==> config.mk <==
export PLATFORM = sky130hd
export DESIGN_NAME = stc_top
export DESIGN_NICKNAME = d
export VERILOG_FILES = /design/src/hdl/stc_pkg.sv /design/src/hdl/stc_sync.sv /design/src/hdl/stc_prescale.sv /design/src/hdl/stc_top.sv
export SDC_FILE = /design/constraint.sdc
export NUM_CORES = 1
export LEC_CHECK = 0
export BUFFER_PORTS_ARGS = -buffer_cell sky130_fd_sc_hd__buf_2
export CAP_MARGIN = 20
export CORE_ASPECT_RATIO = 1.75
export CORE_UTILIZATION = 62
export CTS_BUF_LIST = sky130_fd_sc_hd__clkbuf_4
export CTS_CLUSTER_DIAMETER = 50
export DETAILED_ROUTE_END_ITERATION = 10
export GPL_TIMING_DRIVEN = 0
export MAX_ROUTING_LAYER = met4
export PLACE_DENSITY = 0.9
export SETUP_SLACK_MARGIN = 0.5
export SLEW_MARGIN = 20
export SYNTH_ARGS = -nofsm -noshare
export SYNTH_HDL_FRONTEND = slang
export SYNTH_SLANG_ARGS = --single-unit
==> constraint.sdc <==
create_clock -name clock -period 3.6 [get_ports clock]
set_input_delay 0.54 -clock clock [delete_from_list [all_inputs] [get_ports clock]]
set_output_delay 0.54 -clock clock [all_outputs]
set_load 0.01 [all_outputs]
==> src/hdl/stc_pkg.sv <==
// Register map, field positions, reset values and mode codes of the standard timer
package stc_pkg;
  // ----------------------------------------------------------------
  // Register byte addresses
  // ----------------------------------------------------------------
  localparam logic [7:0] STC_ADDR_CTRL_A = 8'h00;
  localparam logic [7:0] STC_ADDR_CTRL_B = 8'h04;
  localparam logic [7:0] STC_ADDR_CNT_LO = 8'h08;
  localparam logic [7:0] STC_ADDR_CNT_HI = 8'h0c;
  localparam logic [7:0] STC_ADDR_CA_LO  = 8'h10;
  localparam logic [7:0] STC_ADDR_CA_HI  = 8'h14;
  localparam logic [7:0] STC_ADDR_CP     = 8'h18;
  localparam logic [7:0] STC_ADDR_FLAGS  = 8'h1c;
  // ----------------------------------------------------------------
  // Field positions
  // ----------------------------------------------------------------
  localparam int STC_CA_PAUSE   = 7;
  localparam int STC_CA_CK_HI   = 6;
  localparam int STC_CA_CK_LO   = 4;
  localparam int STC_CA_ON      = 3;
  localparam int STC_CB_MODE_HI = 7;
  localparam int STC_CB_MODE_LO = 6;
  localparam int STC_CB_IO_HI   = 5;
  localparam int STC_CB_IO_LO   = 4;
  localparam int STC_CB_OC      = 3;
  localparam int STC_CB_POL     = 2;
  localparam int STC_CB_DPX     = 1;
  localparam int STC_CB_CCLR    = 0;
  localparam int STC_FLAG_A     = 0;
  localparam int STC_FLAG_P     = 1;
  // ----------------------------------------------------------------
  // Reset values and masks
  // ----------------------------------------------------------------
  localparam logic [7:0]  STC_RST_CTRL_A = 8'h00;
  localparam logic [7:0]  STC_RST_CTRL_B = 8'h00;
  localparam logic [15:0] STC_RST_WORD   = 16'h0000;
  localparam logic [7:0]  STC_RST_BYTE   = 8'h00;
  localparam logic [7:0]  STC_CTRL_A_MASK = 8'hf8;
  // ----------------------------------------------------------------
  // Timing
  // ----------------------------------------------------------------
  localparam int STC_SYS_CLOCK_HZ = 25_000_000;
  localparam int STC_SUB_CLOCK_HZ = 32_768;
  localparam int STC_SUB_DIV = (STC_SYS_CLOCK_HZ + STC_SUB_CLOCK_HZ / 2) / STC_SUB_CLOCK_HZ;
  // ----------------------------------------------------------------
  // Mode, clock and pin function codes
  // ----------------------------------------------------------------
  typedef enum logic [1:0] {
    STC_MODE_COMPARE = 2'b00, STC_MODE_CAPTURE = 2'b01,
    STC_MODE_PWM     = 2'b10, STC_MODE_TIMER   = 2'b11
  } stc_mode_t;
  typedef enum logic [2:0] {
    STC_CLK_SYS4  = 3'b000, STC_CLK_SYS    = 3'b001,
    STC_CLK_HI16  = 3'b010, STC_CLK_HI64   = 3'b011,
    STC_CLK_SUB_A = 3'b100, STC_CLK_SUB_B  = 3'b101,
    STC_CLK_EXT_R = 3'b110, STC_CLK_EXT_F  = 3'b111
  } stc_clk_t;
  localparam logic [1:0] STC_IO_CMP_LOW  = 2'h1;
  localparam logic [1:0] STC_IO_CMP_HIGH = 2'h2;
  localparam logic [1:0] STC_IO_CMP_TGL  = 2'h3;
  localparam logic [1:0] STC_IO_PWM_OFF  = 2'h0;
  localparam logic [1:0] STC_IO_PWM_ON   = 2'h1;
  localparam logic [1:0] STC_IO_PWM_WAVE = 2'h2;
  localparam logic [1:0] STC_IO_PULSE    = 2'h3;
  localparam logic [1:0] STC_IO_CAP_RISE = 2'h0;
  localparam logic [1:0] STC_IO_CAP_FALL = 2'h1;
  localparam logic [1:0] STC_IO_CAP_BOTH = 2'h2;
endpackage

==> src/hdl/stc_sync.sv <==
// Three-stage pin synchroniser with agreement filter and edge pulses
`timescale 1ns/1ps
module stc_sync (
  // Clock and reset
  input  wire logic clock,
  input  wire logic rst_n,
  // Pin and filtered result
  input  wire logic pin,
  output logic      level,
  output logic      rise,
  output logic      fall
);
  typedef struct packed {
    logic [2:0] sh;
    logic       lvl;
    logic       rise;
    logic       fall;
  } stc_sync_t;
  stc_sync_t s;
  stc_sync_t next_s;
  always_comb begin
    next_s = s;
    next_s.sh = {s.sh[1:0], pin};
    next_s.rise = 1'h0;
    next_s.fall = 1'h0;
    // Stage one feeds only stage two; the filter looks at stages two and three
    if (s.sh[1] == s.sh[2]) begin
      next_s.lvl = s.sh[2];
      next_s.rise = s.sh[2] & ~s.lvl;
      next_s.fall = ~s.sh[2] & s.lvl;
    end
  end
  always_ff @(posedge clock or negedge rst_n) begin
    if (!rst_n) begin
      s <= '0;
    end else begin
      s <= next_s;
    end
  end
  assign level = s.lvl;
  assign rise = s.rise;
  assign fall = s.fall;
endmodule // stc_sync

==> src/hdl/stc_prescale.sv <==
// Clock enable divider for the internal counter clock choices
`timescale 1ns/1ps
module stc_prescale #(
  parameter int SUB_DIV = stc_pkg::STC_SUB_DIV
) (
  // Clock and reset
  input  wire logic clock,
  input  wire logic rst_n,
  // One-cycle enables
  output logic      en_div4,
  output logic      en_div16,
  output logic      en_div64,
  output logic      en_sub
);
  typedef struct packed {
    logic [5:0] fast;
    logic [9:0] sub;
  } stc_pre_t;
  stc_pre_t s;
  stc_pre_t next_s;
  // The sub divider counter is ten bits wide
  if (SUB_DIV < 2 || SUB_DIV > 1024) begin : g_bad_div
    $error("SUB_DIV out of range");
  end
  always_comb begin
    next_s = s;
    next_s.fast = s.fast + 6'h01;
    if (s.sub == 10'(SUB_DIV - 1)) begin
      next_s.sub = 10'h000;
    end else begin
      next_s.sub = s.sub + 10'h001;
    end
  end
  always_ff @(posedge clock or negedge rst_n) begin
    if (!rst_n) begin
      s <= '0;
    end else begin
      s <= next_s;
    end
  end
  // High clock is taken as the system clock here
  assign en_div4 = (s.fast[1:0] == 2'h3);
  assign en_div16 = (s.fast[3:0] == 4'hf);
  assign en_div64 = (s.fast == 6'h3f);
  assign en_sub = (s.sub == 10'(SUB_DIV - 1));
endmodule // stc_prescale

==> src/hdl/stc_top.sv <==
// Standard timer: control registers, 16-bit counter, compare, capture and PWM output
//
// Design decisions made here: the APB interface to the registers and the register offsets.
`timescale 1ns/1ps
// ------------------------------------------------------------------
// How it works
// - Pause bit freezes the counter; clearing it resumes from the held value.
// - Clock select picks sys/4, sys, high/16, high/64, sub, or external edge.
// - On bit rising clears counter and starts; falling stops and keeps count.
// - On bit rising returns the output pin to its initial level.
// - Low three bits of control A read zero and ignore writes.
// - Mode field selects compare, capture, PWM/single pulse or timer.
// - Compare mode: A match leaves, lowers, raises or toggles the output.
// - PWM mode: forced inactive, forced active, PWM wave or single pulse.
// - Capture mode: capture on rising, falling, both edges, or disabled.
// - Timer mode: pin unused; output control and polarity have no effect.
// - A match requesting the level already present leaves the pin unchanged.
// - Compare mode: output control gives the level before any match.
// - PWM: output control picks active level; single pulse: level at start.
// - Polarity bit inverts the output pin except in timer mode.
// - Swap bit exchanges the period and duty roles of the two compares.
// - Clear on A match when set; else on P match or overflow.
// - Clear select is ignored in PWM, single pulse and capture modes.
// - Counter is a read-only byte pair; compare A is 16-bit, P 8-bit.
// - P compares with counter upper byte; A compares all sixteen bits.
// - Low bytes pass a shared buffer loaded on high byte reads and low byte writes.
// - With clear select set in compare or timer mode only the A flag is raised, never P.
// ------------------------------------------------------------------
module stc_top #(
  parameter int SUB_DIV = stc_pkg::STC_SUB_DIV
) (
  // Clock and reset
  input  wire logic        clock,
  input  wire logic        rst_n,
  // APB slave
  input  wire logic        psel,
  input  wire logic        penable,
  input  wire logic        pwrite,
  input  wire logic [7:0]  paddr,
  input  wire logic [31:0] pwdata,
  output logic [31:0]      prdata,
  output logic             pready,
  output logic             pslverr,
  // Pins
  input  wire logic        ext_clock_pin,
  input  wire logic        capture_input_pin,
  output logic             timer_output_pin,
  output logic             timer_output_en,
  // Event flags
  output logic             compare_a_flag,
  output logic             compare_p_flag
);
  import stc_pkg::*;
  // ----------------------------------------------------------------
  // State
  // ----------------------------------------------------------------
  typedef struct packed {
    logic [7:0]  ctrl_a;
    logic [7:0]  ctrl_b;
    logic [15:0] count;
    logic [15:0] ca;
    logic [7:0]  cp;
    logic [7:0]  buffer;
    logic        flag_a;
    logic        flag_p;
    logic        on_d;
    logic        out_lvl;
    logic        pulse_done;
    logic [31:0] prdata;
    logic        pready;
    logic        pslverr;
    logic        pin;
    logic        pin_en;
  } stc_state_t;
  stc_state_t s;
  stc_state_t next_s;
  logic [1:0]  rst_pipe;
  logic        rst_sync;
  logic        en_div4;
  logic        en_div16;
  logic        en_div64;
  logic        en_sub;
  logic        ext_rise;
  logic        ext_fall;
  logic        cap_rise;
  logic        cap_fall;
  logic        on;
  logic        on_rise;
  logic        tick;
  logic        run;
  logic        hit_a;
  logic        hit_p;
  logic        hit_period;
  logic        hit_duty;
  logic        clear;
  logic        cap_evt;
  logic        active;
  logic        raw;
  logic        setup;
  logic        acc;
  logic [15:0] inc;
  logic [15:0] period;
  logic [15:0] duty;
  stc_mode_t   mode;
  logic [1:0]  io;
  // ----------------------------------------------------------------
  // Helpers
  // ----------------------------------------------------------------
  function automatic logic stc_mapped(input logic [7:0] a);
    return (a[1:0] == 2'h0) && (a <= STC_ADDR_FLAGS);
  endfunction
  // ----------------------------------------------------------------
  // Reset release and submodules
  // ----------------------------------------------------------------
  always_ff @(posedge clock or negedge rst_n) begin
    if (!rst_n) begin
      rst_pipe <= 2'h0;
    end else begin
      rst_pipe <= {rst_pipe[0], 1'h1};
    end
  end
  assign rst_sync = rst_pipe[1];
  stc_prescale #(.SUB_DIV(SUB_DIV)) u_pre (
    .clock    (clock),
    .rst_n    (rst_sync),
    .en_div4  (en_div4),
    .en_div16 (en_div16),
    .en_div64 (en_div64),
    .en_sub   (en_sub)
  );
  // External clock passes the synchroniser before edge use
  stc_sync u_ext (
    .clock (clock),
    .rst_n (rst_sync),
    .pin   (ext_clock_pin),
    .level (),
    .rise  (ext_rise),
    .fall  (ext_fall)
  );
  stc_sync u_cap (
    .clock (clock),
    .rst_n (rst_sync),
    .pin   (capture_input_pin),
    .level (),
    .rise  (cap_rise),
    .fall  (cap_fall)
  );
  // ----------------------------------------------------------------
  // Next state
  // ----------------------------------------------------------------
  always_comb begin
    next_s = s;
    on = s.ctrl_a[STC_CA_ON];
    on_rise = on & ~s.on_d;
    mode = stc_mode_t'(s.ctrl_b[STC_CB_MODE_HI:STC_CB_MODE_LO]);
    io = s.ctrl_b[STC_CB_IO_HI:STC_CB_IO_LO];
    case (stc_clk_t'(s.ctrl_a[STC_CA_CK_HI:STC_CA_CK_LO]))
      STC_CLK_SYS4: tick = en_div4;
      STC_CLK_SYS: tick = 1'h1;
      STC_CLK_HI16: tick = en_div16;
      STC_CLK_HI64: tick = en_div64;
      STC_CLK_SUB_A, STC_CLK_SUB_B: tick = en_sub;
      STC_CLK_EXT_R: tick = ext_rise;
      STC_CLK_EXT_F: tick = ext_fall;
      default: tick = 1'h0;
    endcase
    run = on & ~s.ctrl_a[STC_CA_PAUSE] & ~on_rise & tick;
    inc = s.count + 16'h0001;
    // A compares all bits, P the upper byte with the low byte of the next count zero
    hit_a = run & (inc == s.ca) & (s.ca != STC_RST_WORD);
    hit_p = run & (inc[15:8] == s.cp) & (inc[7:0] == 8'h00);
    // Swap bit exchanges period and duty
    period = s.ctrl_b[STC_CB_DPX] ? s.ca : {s.cp, 8'h00};
    duty = s.ctrl_b[STC_CB_DPX] ? {s.cp, 8'h00} : s.ca;
    hit_period = run & (inc == period);
    hit_duty = run & (inc == duty);
    case (mode)
      // Clear select only matters in compare and timer modes
      STC_MODE_PWM: clear = hit_period;
      STC_MODE_CAPTURE: clear = hit_p;
      default: clear = s.ctrl_b[STC_CB_CCLR] ? hit_a : hit_p;
    endcase
    case (io)
      STC_IO_CAP_RISE: cap_evt = cap_rise;
      STC_IO_CAP_FALL: cap_evt = cap_fall;
      STC_IO_CAP_BOTH: cap_evt = cap_rise | cap_fall;
      default: cap_evt = 1'h0;
    endcase
    cap_evt = cap_evt & on & (mode == STC_MODE_CAPTURE);
    // Counter
    next_s.on_d = on;
    if (on_rise) begin
      next_s.count = STC_RST_WORD;
      next_s.out_lvl = s.ctrl_b[STC_CB_OC];
      next_s.pulse_done = 1'h0;
    end else if (run) begin
      next_s.count = clear ? STC_RST_WORD : inc;
      if (hit_duty) begin
        next_s.pulse_done = 1'h1;
      end
    end
    // Compare output action; a level equal to the present one changes nothing
    if (hit_a && mode == STC_MODE_COMPARE && !on_rise) begin
      case (io)
        STC_IO_CMP_LOW: next_s.out_lvl = 1'h0;
        STC_IO_CMP_HIGH: next_s.out_lvl = 1'h1;
        STC_IO_CMP_TGL: next_s.out_lvl = ~s.out_lvl;
        default: next_s.out_lvl = s.out_lvl;
      endcase
    end
    // Waveform
    case (io)
      STC_IO_PWM_OFF: active = 1'h0;
      STC_IO_PWM_ON: active = 1'h1;
      STC_IO_PWM_WAVE: active = on & (s.count < duty);
      default: active = on & ~s.pulse_done;
    endcase
    if (mode == STC_MODE_PWM) begin
      raw = active ? s.ctrl_b[STC_CB_OC] : ~s.ctrl_b[STC_CB_OC];
    end else begin
      raw = s.out_lvl;
    end
    // Timer mode leaves the pin undriven
    next_s.pin = (mode == STC_MODE_TIMER) ? 1'h0 : raw ^ s.ctrl_b[STC_CB_POL];
    next_s.pin_en = (mode == STC_MODE_COMPARE) || (mode == STC_MODE_PWM);
    // APB; one access cycle, pready rises in the first access cycle
    setup = psel & ~penable;
    acc = psel & penable & s.pready;
    next_s.pready = setup;
    if (setup) begin
      next_s.pslverr = ~stc_mapped(paddr);
      next_s.prdata = 32'h0000_0000;
      case (paddr)
        STC_ADDR_CTRL_A: next_s.prdata[7:0] = s.ctrl_a;
        STC_ADDR_CTRL_B: next_s.prdata[7:0] = s.ctrl_b;
        STC_ADDR_CNT_HI: next_s.prdata[7:0] = s.count[15:8];
        STC_ADDR_CA_HI: next_s.prdata[7:0] = s.ca[15:8];
        STC_ADDR_CP: next_s.prdata[7:0] = s.cp;
        STC_ADDR_FLAGS: next_s.prdata[1:0] = {s.flag_p, s.flag_a};
        STC_ADDR_CNT_LO, STC_ADDR_CA_LO: next_s.prdata[7:0] = s.buffer;
        default: next_s.prdata = 32'h0000_0000;
      endcase
    end
    next_s.flag_a = s.flag_a;
    next_s.flag_p = s.flag_p;
    if (acc && pwrite && !s.pslverr) begin
      case (paddr)
        STC_ADDR_CTRL_A: next_s.ctrl_a = pwdata[7:0] & STC_CTRL_A_MASK;
        STC_ADDR_CTRL_B: next_s.ctrl_b = pwdata[7:0];
        STC_ADDR_CA_LO: next_s.buffer = pwdata[7:0];
        STC_ADDR_CA_HI: next_s.ca = {pwdata[7:0], s.buffer};
        STC_ADDR_CP: next_s.cp = pwdata[7:0];
        STC_ADDR_FLAGS: begin
          next_s.flag_a = s.flag_a & ~pwdata[STC_FLAG_A];
          next_s.flag_p = s.flag_p & ~pwdata[STC_FLAG_P];
        end
        default: next_s.cp = s.cp;
      endcase
    end
    if (acc && !pwrite && paddr == STC_ADDR_CNT_HI) begin
      next_s.buffer = s.count[7:0];
    end
    if (acc && !pwrite && paddr == STC_ADDR_CA_HI) begin
      next_s.buffer = s.ca[7:0];
    end
    // Capture overrides a software write of compare A in the same cycle
    if (cap_evt) begin
      next_s.ca = s.count;
    end
    // Flag set wins over a clear in the same cycle
    if (hit_a || cap_evt) begin
      next_s.flag_a = 1'h1;
    end
    if (hit_p && !(s.ctrl_b[STC_CB_CCLR] && mode != STC_MODE_PWM
        && mode != STC_MODE_CAPTURE)) begin
      next_s.flag_p = 1'h1;
    end
  end
  always_ff @(posedge clock or negedge rst_sync) begin
    if (!rst_sync) begin
      s <= '0;
      s.ctrl_a <= STC_RST_CTRL_A;
      s.ctrl_b <= STC_RST_CTRL_B;
    end else begin
      s <= next_s;
    end
  end
  assign prdata = s.prdata;
  assign pready = s.pready;
  assign pslverr = s.pslverr;
  assign timer_output_pin = s.pin;
  assign timer_output_en = s.pin_en;
  assign compare_a_flag = s.flag_a;
  assign compare_p_flag = s.flag_p;
endmodule // stc_top

==> impl_metrics.yaml <==
finish:
  n_fill_cell: 888
  finish.utilization_pct: 73.1
  stdcell_count: 1072
  syn2layout_area_growth_pct: 14.8
  final_nets: 975
  final_cell_mix: "dfrtp_1, nand2_1, buf_4"
  final_common_cell: "dfrtp_1"
  fin_area_mm2: 0.00882
  drive_above_1_share_pct: 24.9
yosys:
  avgSynthCellArea_um2: 9.52
  syn_area_mm2: 0.00768
  synthCells: 807
  ys.flop_type: "dfrtp_1"
  yosys.cell_types.count: 88
  synthArstFlopShare_pct: 100
  ys_ff_latch: 108
  synth-edff-count: 0
  yosysWarnings: 0
  ys_seq_area_share_pct: 35.2
pwr:
  fin_total_pwr_mw: 2.05
  ir_drop_uv: 170
  leakagePower_nw: 4.00
  power.density_mw_per_mm2: 232
sta:
  period_minus_slack_ns: 3.16
  fin_tns_setup_ns: 0
  grt_setup_unrepaired: "false"
  holdWs_ns: 0.119
  setup_violations: 0
  slew_headroom_pct: 28.2
  slew_viol_final: 0
  worst-slew-pin-transition_ns: 1.07
  hold_violations: 0
  fin_crit_sh_pct: 87.9
  fmax_ghz: 0.316
  worst_slack_ns: 0.436
  fin_worst_skew_ns: 0.0161
clock_tree:
  clkLatencyLatePin_ns: 0.51
  clock-root-buffer: "clkbuf_4"
  tritoncts: "built"
  cts_buffers: 9
  cts_sinks: 108
  htree_levels: 3
  clk_pin_slew_ns: 0.20
  cts_buffer_depth: 2
global_routing:
  grt_pass1_vias: 6507
  track_usage_pct: 38.1
  gr-total-overflow: 0
  grt_start_max_net_pins: 47
  grt_pass1_wl_um: 35200
  antenna_found_initial: 2
setup_path:
  reg2reg_slack_ns: 0.44
  worstPathMaxFanout: 9
  reg2reg_from: "s[74]"
  worstSetupEndpointType: "register"
  reg2regPathDepth: 13
  crit_required_ns: 4.01
  cp-start-kind: "register"
  timing.rr.end: "s[75]"
  arrival_ns: 3.57
  worstSetupPathType: "reg -> reg"
die:
  die_h_um: 149
  dieArea_mm2: 0.0129
  core-area_mm2: 0.0121
  rows: 53
  initial_core_util_pct: 63.7
  die_w_um: 86.2
  ioPinCount: 85
placed_design:
  place_area_mm2: 0.00819
  dp_hpwl_um: 17300
  place_ws_ns: -0.210
  numPlacedInstances: 1030
  place_congestion: 1.06
  numPortBuffers: 33
worst_hold_path:
  min_from: "ext_clock_pin"
  whs_path_depth: 1
  hold_path_end: "u_ext.next_s[4]"
  hp-class: "in -> reg"
detailed_routing:
  routed_via_density: 6.49
  wirelength_um: 23700
  first_pass_iters: 10
  ant_nets: 0
  drc: 1
  drt_iter0_drc: 681
  vias: 6960
  wire_per_inst_um: 22.1
run_status:
  violations: "design-rule violations"
  status: "complete, but fails checks"
run:
  drv_cap: 0
## state kept, by name (all words and copies together) (netlist names), 2 cells and up
name / count
s: 59
u_pre.s: 16
prdata: 8
io: 2
mode: 2
rst_pipe: 2
u_cap.next_s: 2
u_ext.next_s: 2
## cells in the mapped netlist, drive strengths merged (10+ instances only)
cell	n	area [µm²]
dfrtp	108	2700
nand2	92	353
buf	54	389
nor2	54	230
o21ai	53	277
xnor2	34	317
mux2i	33	330
nand3	31	188
clkbuf	29	109
ha	28	350
xor2	23	201
mux2	21	236
nor3	15	80.1
a21oi	14	70.1
and2	14	90.1
inv	14	52.6
nand4	14	109
a222oi	13	130
nor4	13	148
nand2b	11	68.8
nor2b	11	68.8
a22oi	10	75.1
## routing by layer
| metal | up-vias | share of wire [%] | GRT usage (%) |
|---|---|---|---|
| met5 | - | 0 | - |
| met4 | 0 | 9.0 | 30.1 |
| met3 | 161 | 7.6 | 6.64 |
| met2 | 453 | 49 | 61.9 |
| met1 | 3294 | 34 | 40.3 |
| li1 | 3052 | - | - |
## how the worst max path moves through the flow
| stage | start | endpoint | slack [ns] |
|---|---|---|---|
| 6_report | s[74] | s[75] | 0.44 |
| 5_1_grt | s[74] | s[80] | 0.37 |
| 4_1_cts | s[73] | s[75] | 0.50 |
| 3_5_place_dp | s[90] | timer_output_pin | -0.21 |
| 3_3_place_gp | s[90] | timer_output_pin | -0.19 |
| 2_1_floorplan | s[74] | s[85] | 0.79 |
## cell type report
type	instances	area [µm²]	share of cell area, %
clock inverters	7	91.3	1.04
diodes	2	5.00	0.0567
flip-flops and latches	108	2710	30.7
well taps	165	206	2.34
clock buffers	9	67.6	0.766
repair buffers	59	399	4.52
plain buffers	83	564	6.40
inverters	14	52.6	0.596
multi-input cells	625	4730	53.6
## critical path, cell delays in order, from the launching register on
cell and delay (ns):
dfrtp_2 0.48, ha_1 0.18, buf_4 0.17, and2_4 0.18
and3_1 0.21, buf_6 0.14, xnor3_1 0.28, nand4b_1 0.17
a2111oi_4 0.43, a32oi_2 0.20, and3_1 0.25, buf_6 0.14
o22ai_1 0.14, nand2_1 0.09
## report_power, final
group / switching, mW / total [mW] / internal [mW]
clock: 0.502 / 0.673 / 0.171
sequential: 0.0128 / 1.24 / 1.23
combinational: 0.0799 / 0.139 / 0.0588
## cell families after synthesis
logic type                 synth area share (%)
DFF                                        35.2
adders and majority gates                  4.82
other                                    0.0977
AOI/OAI and AO/OA                          15.3
muxes                                      7.38
xor gates and xnor gates                   8.81
buffers and inverters                      7.16
and+or+nand+nor                            21.2
## what timing repair did
item,in CTS,in global routing
setup endpoints to repair,19,20
resized for setup,14,67
setup buffers,3,20
hold buffers,1,0
pin swaps,9,24
hold endpoints to repair,2,0
Power figures use the tool's default switching activity.
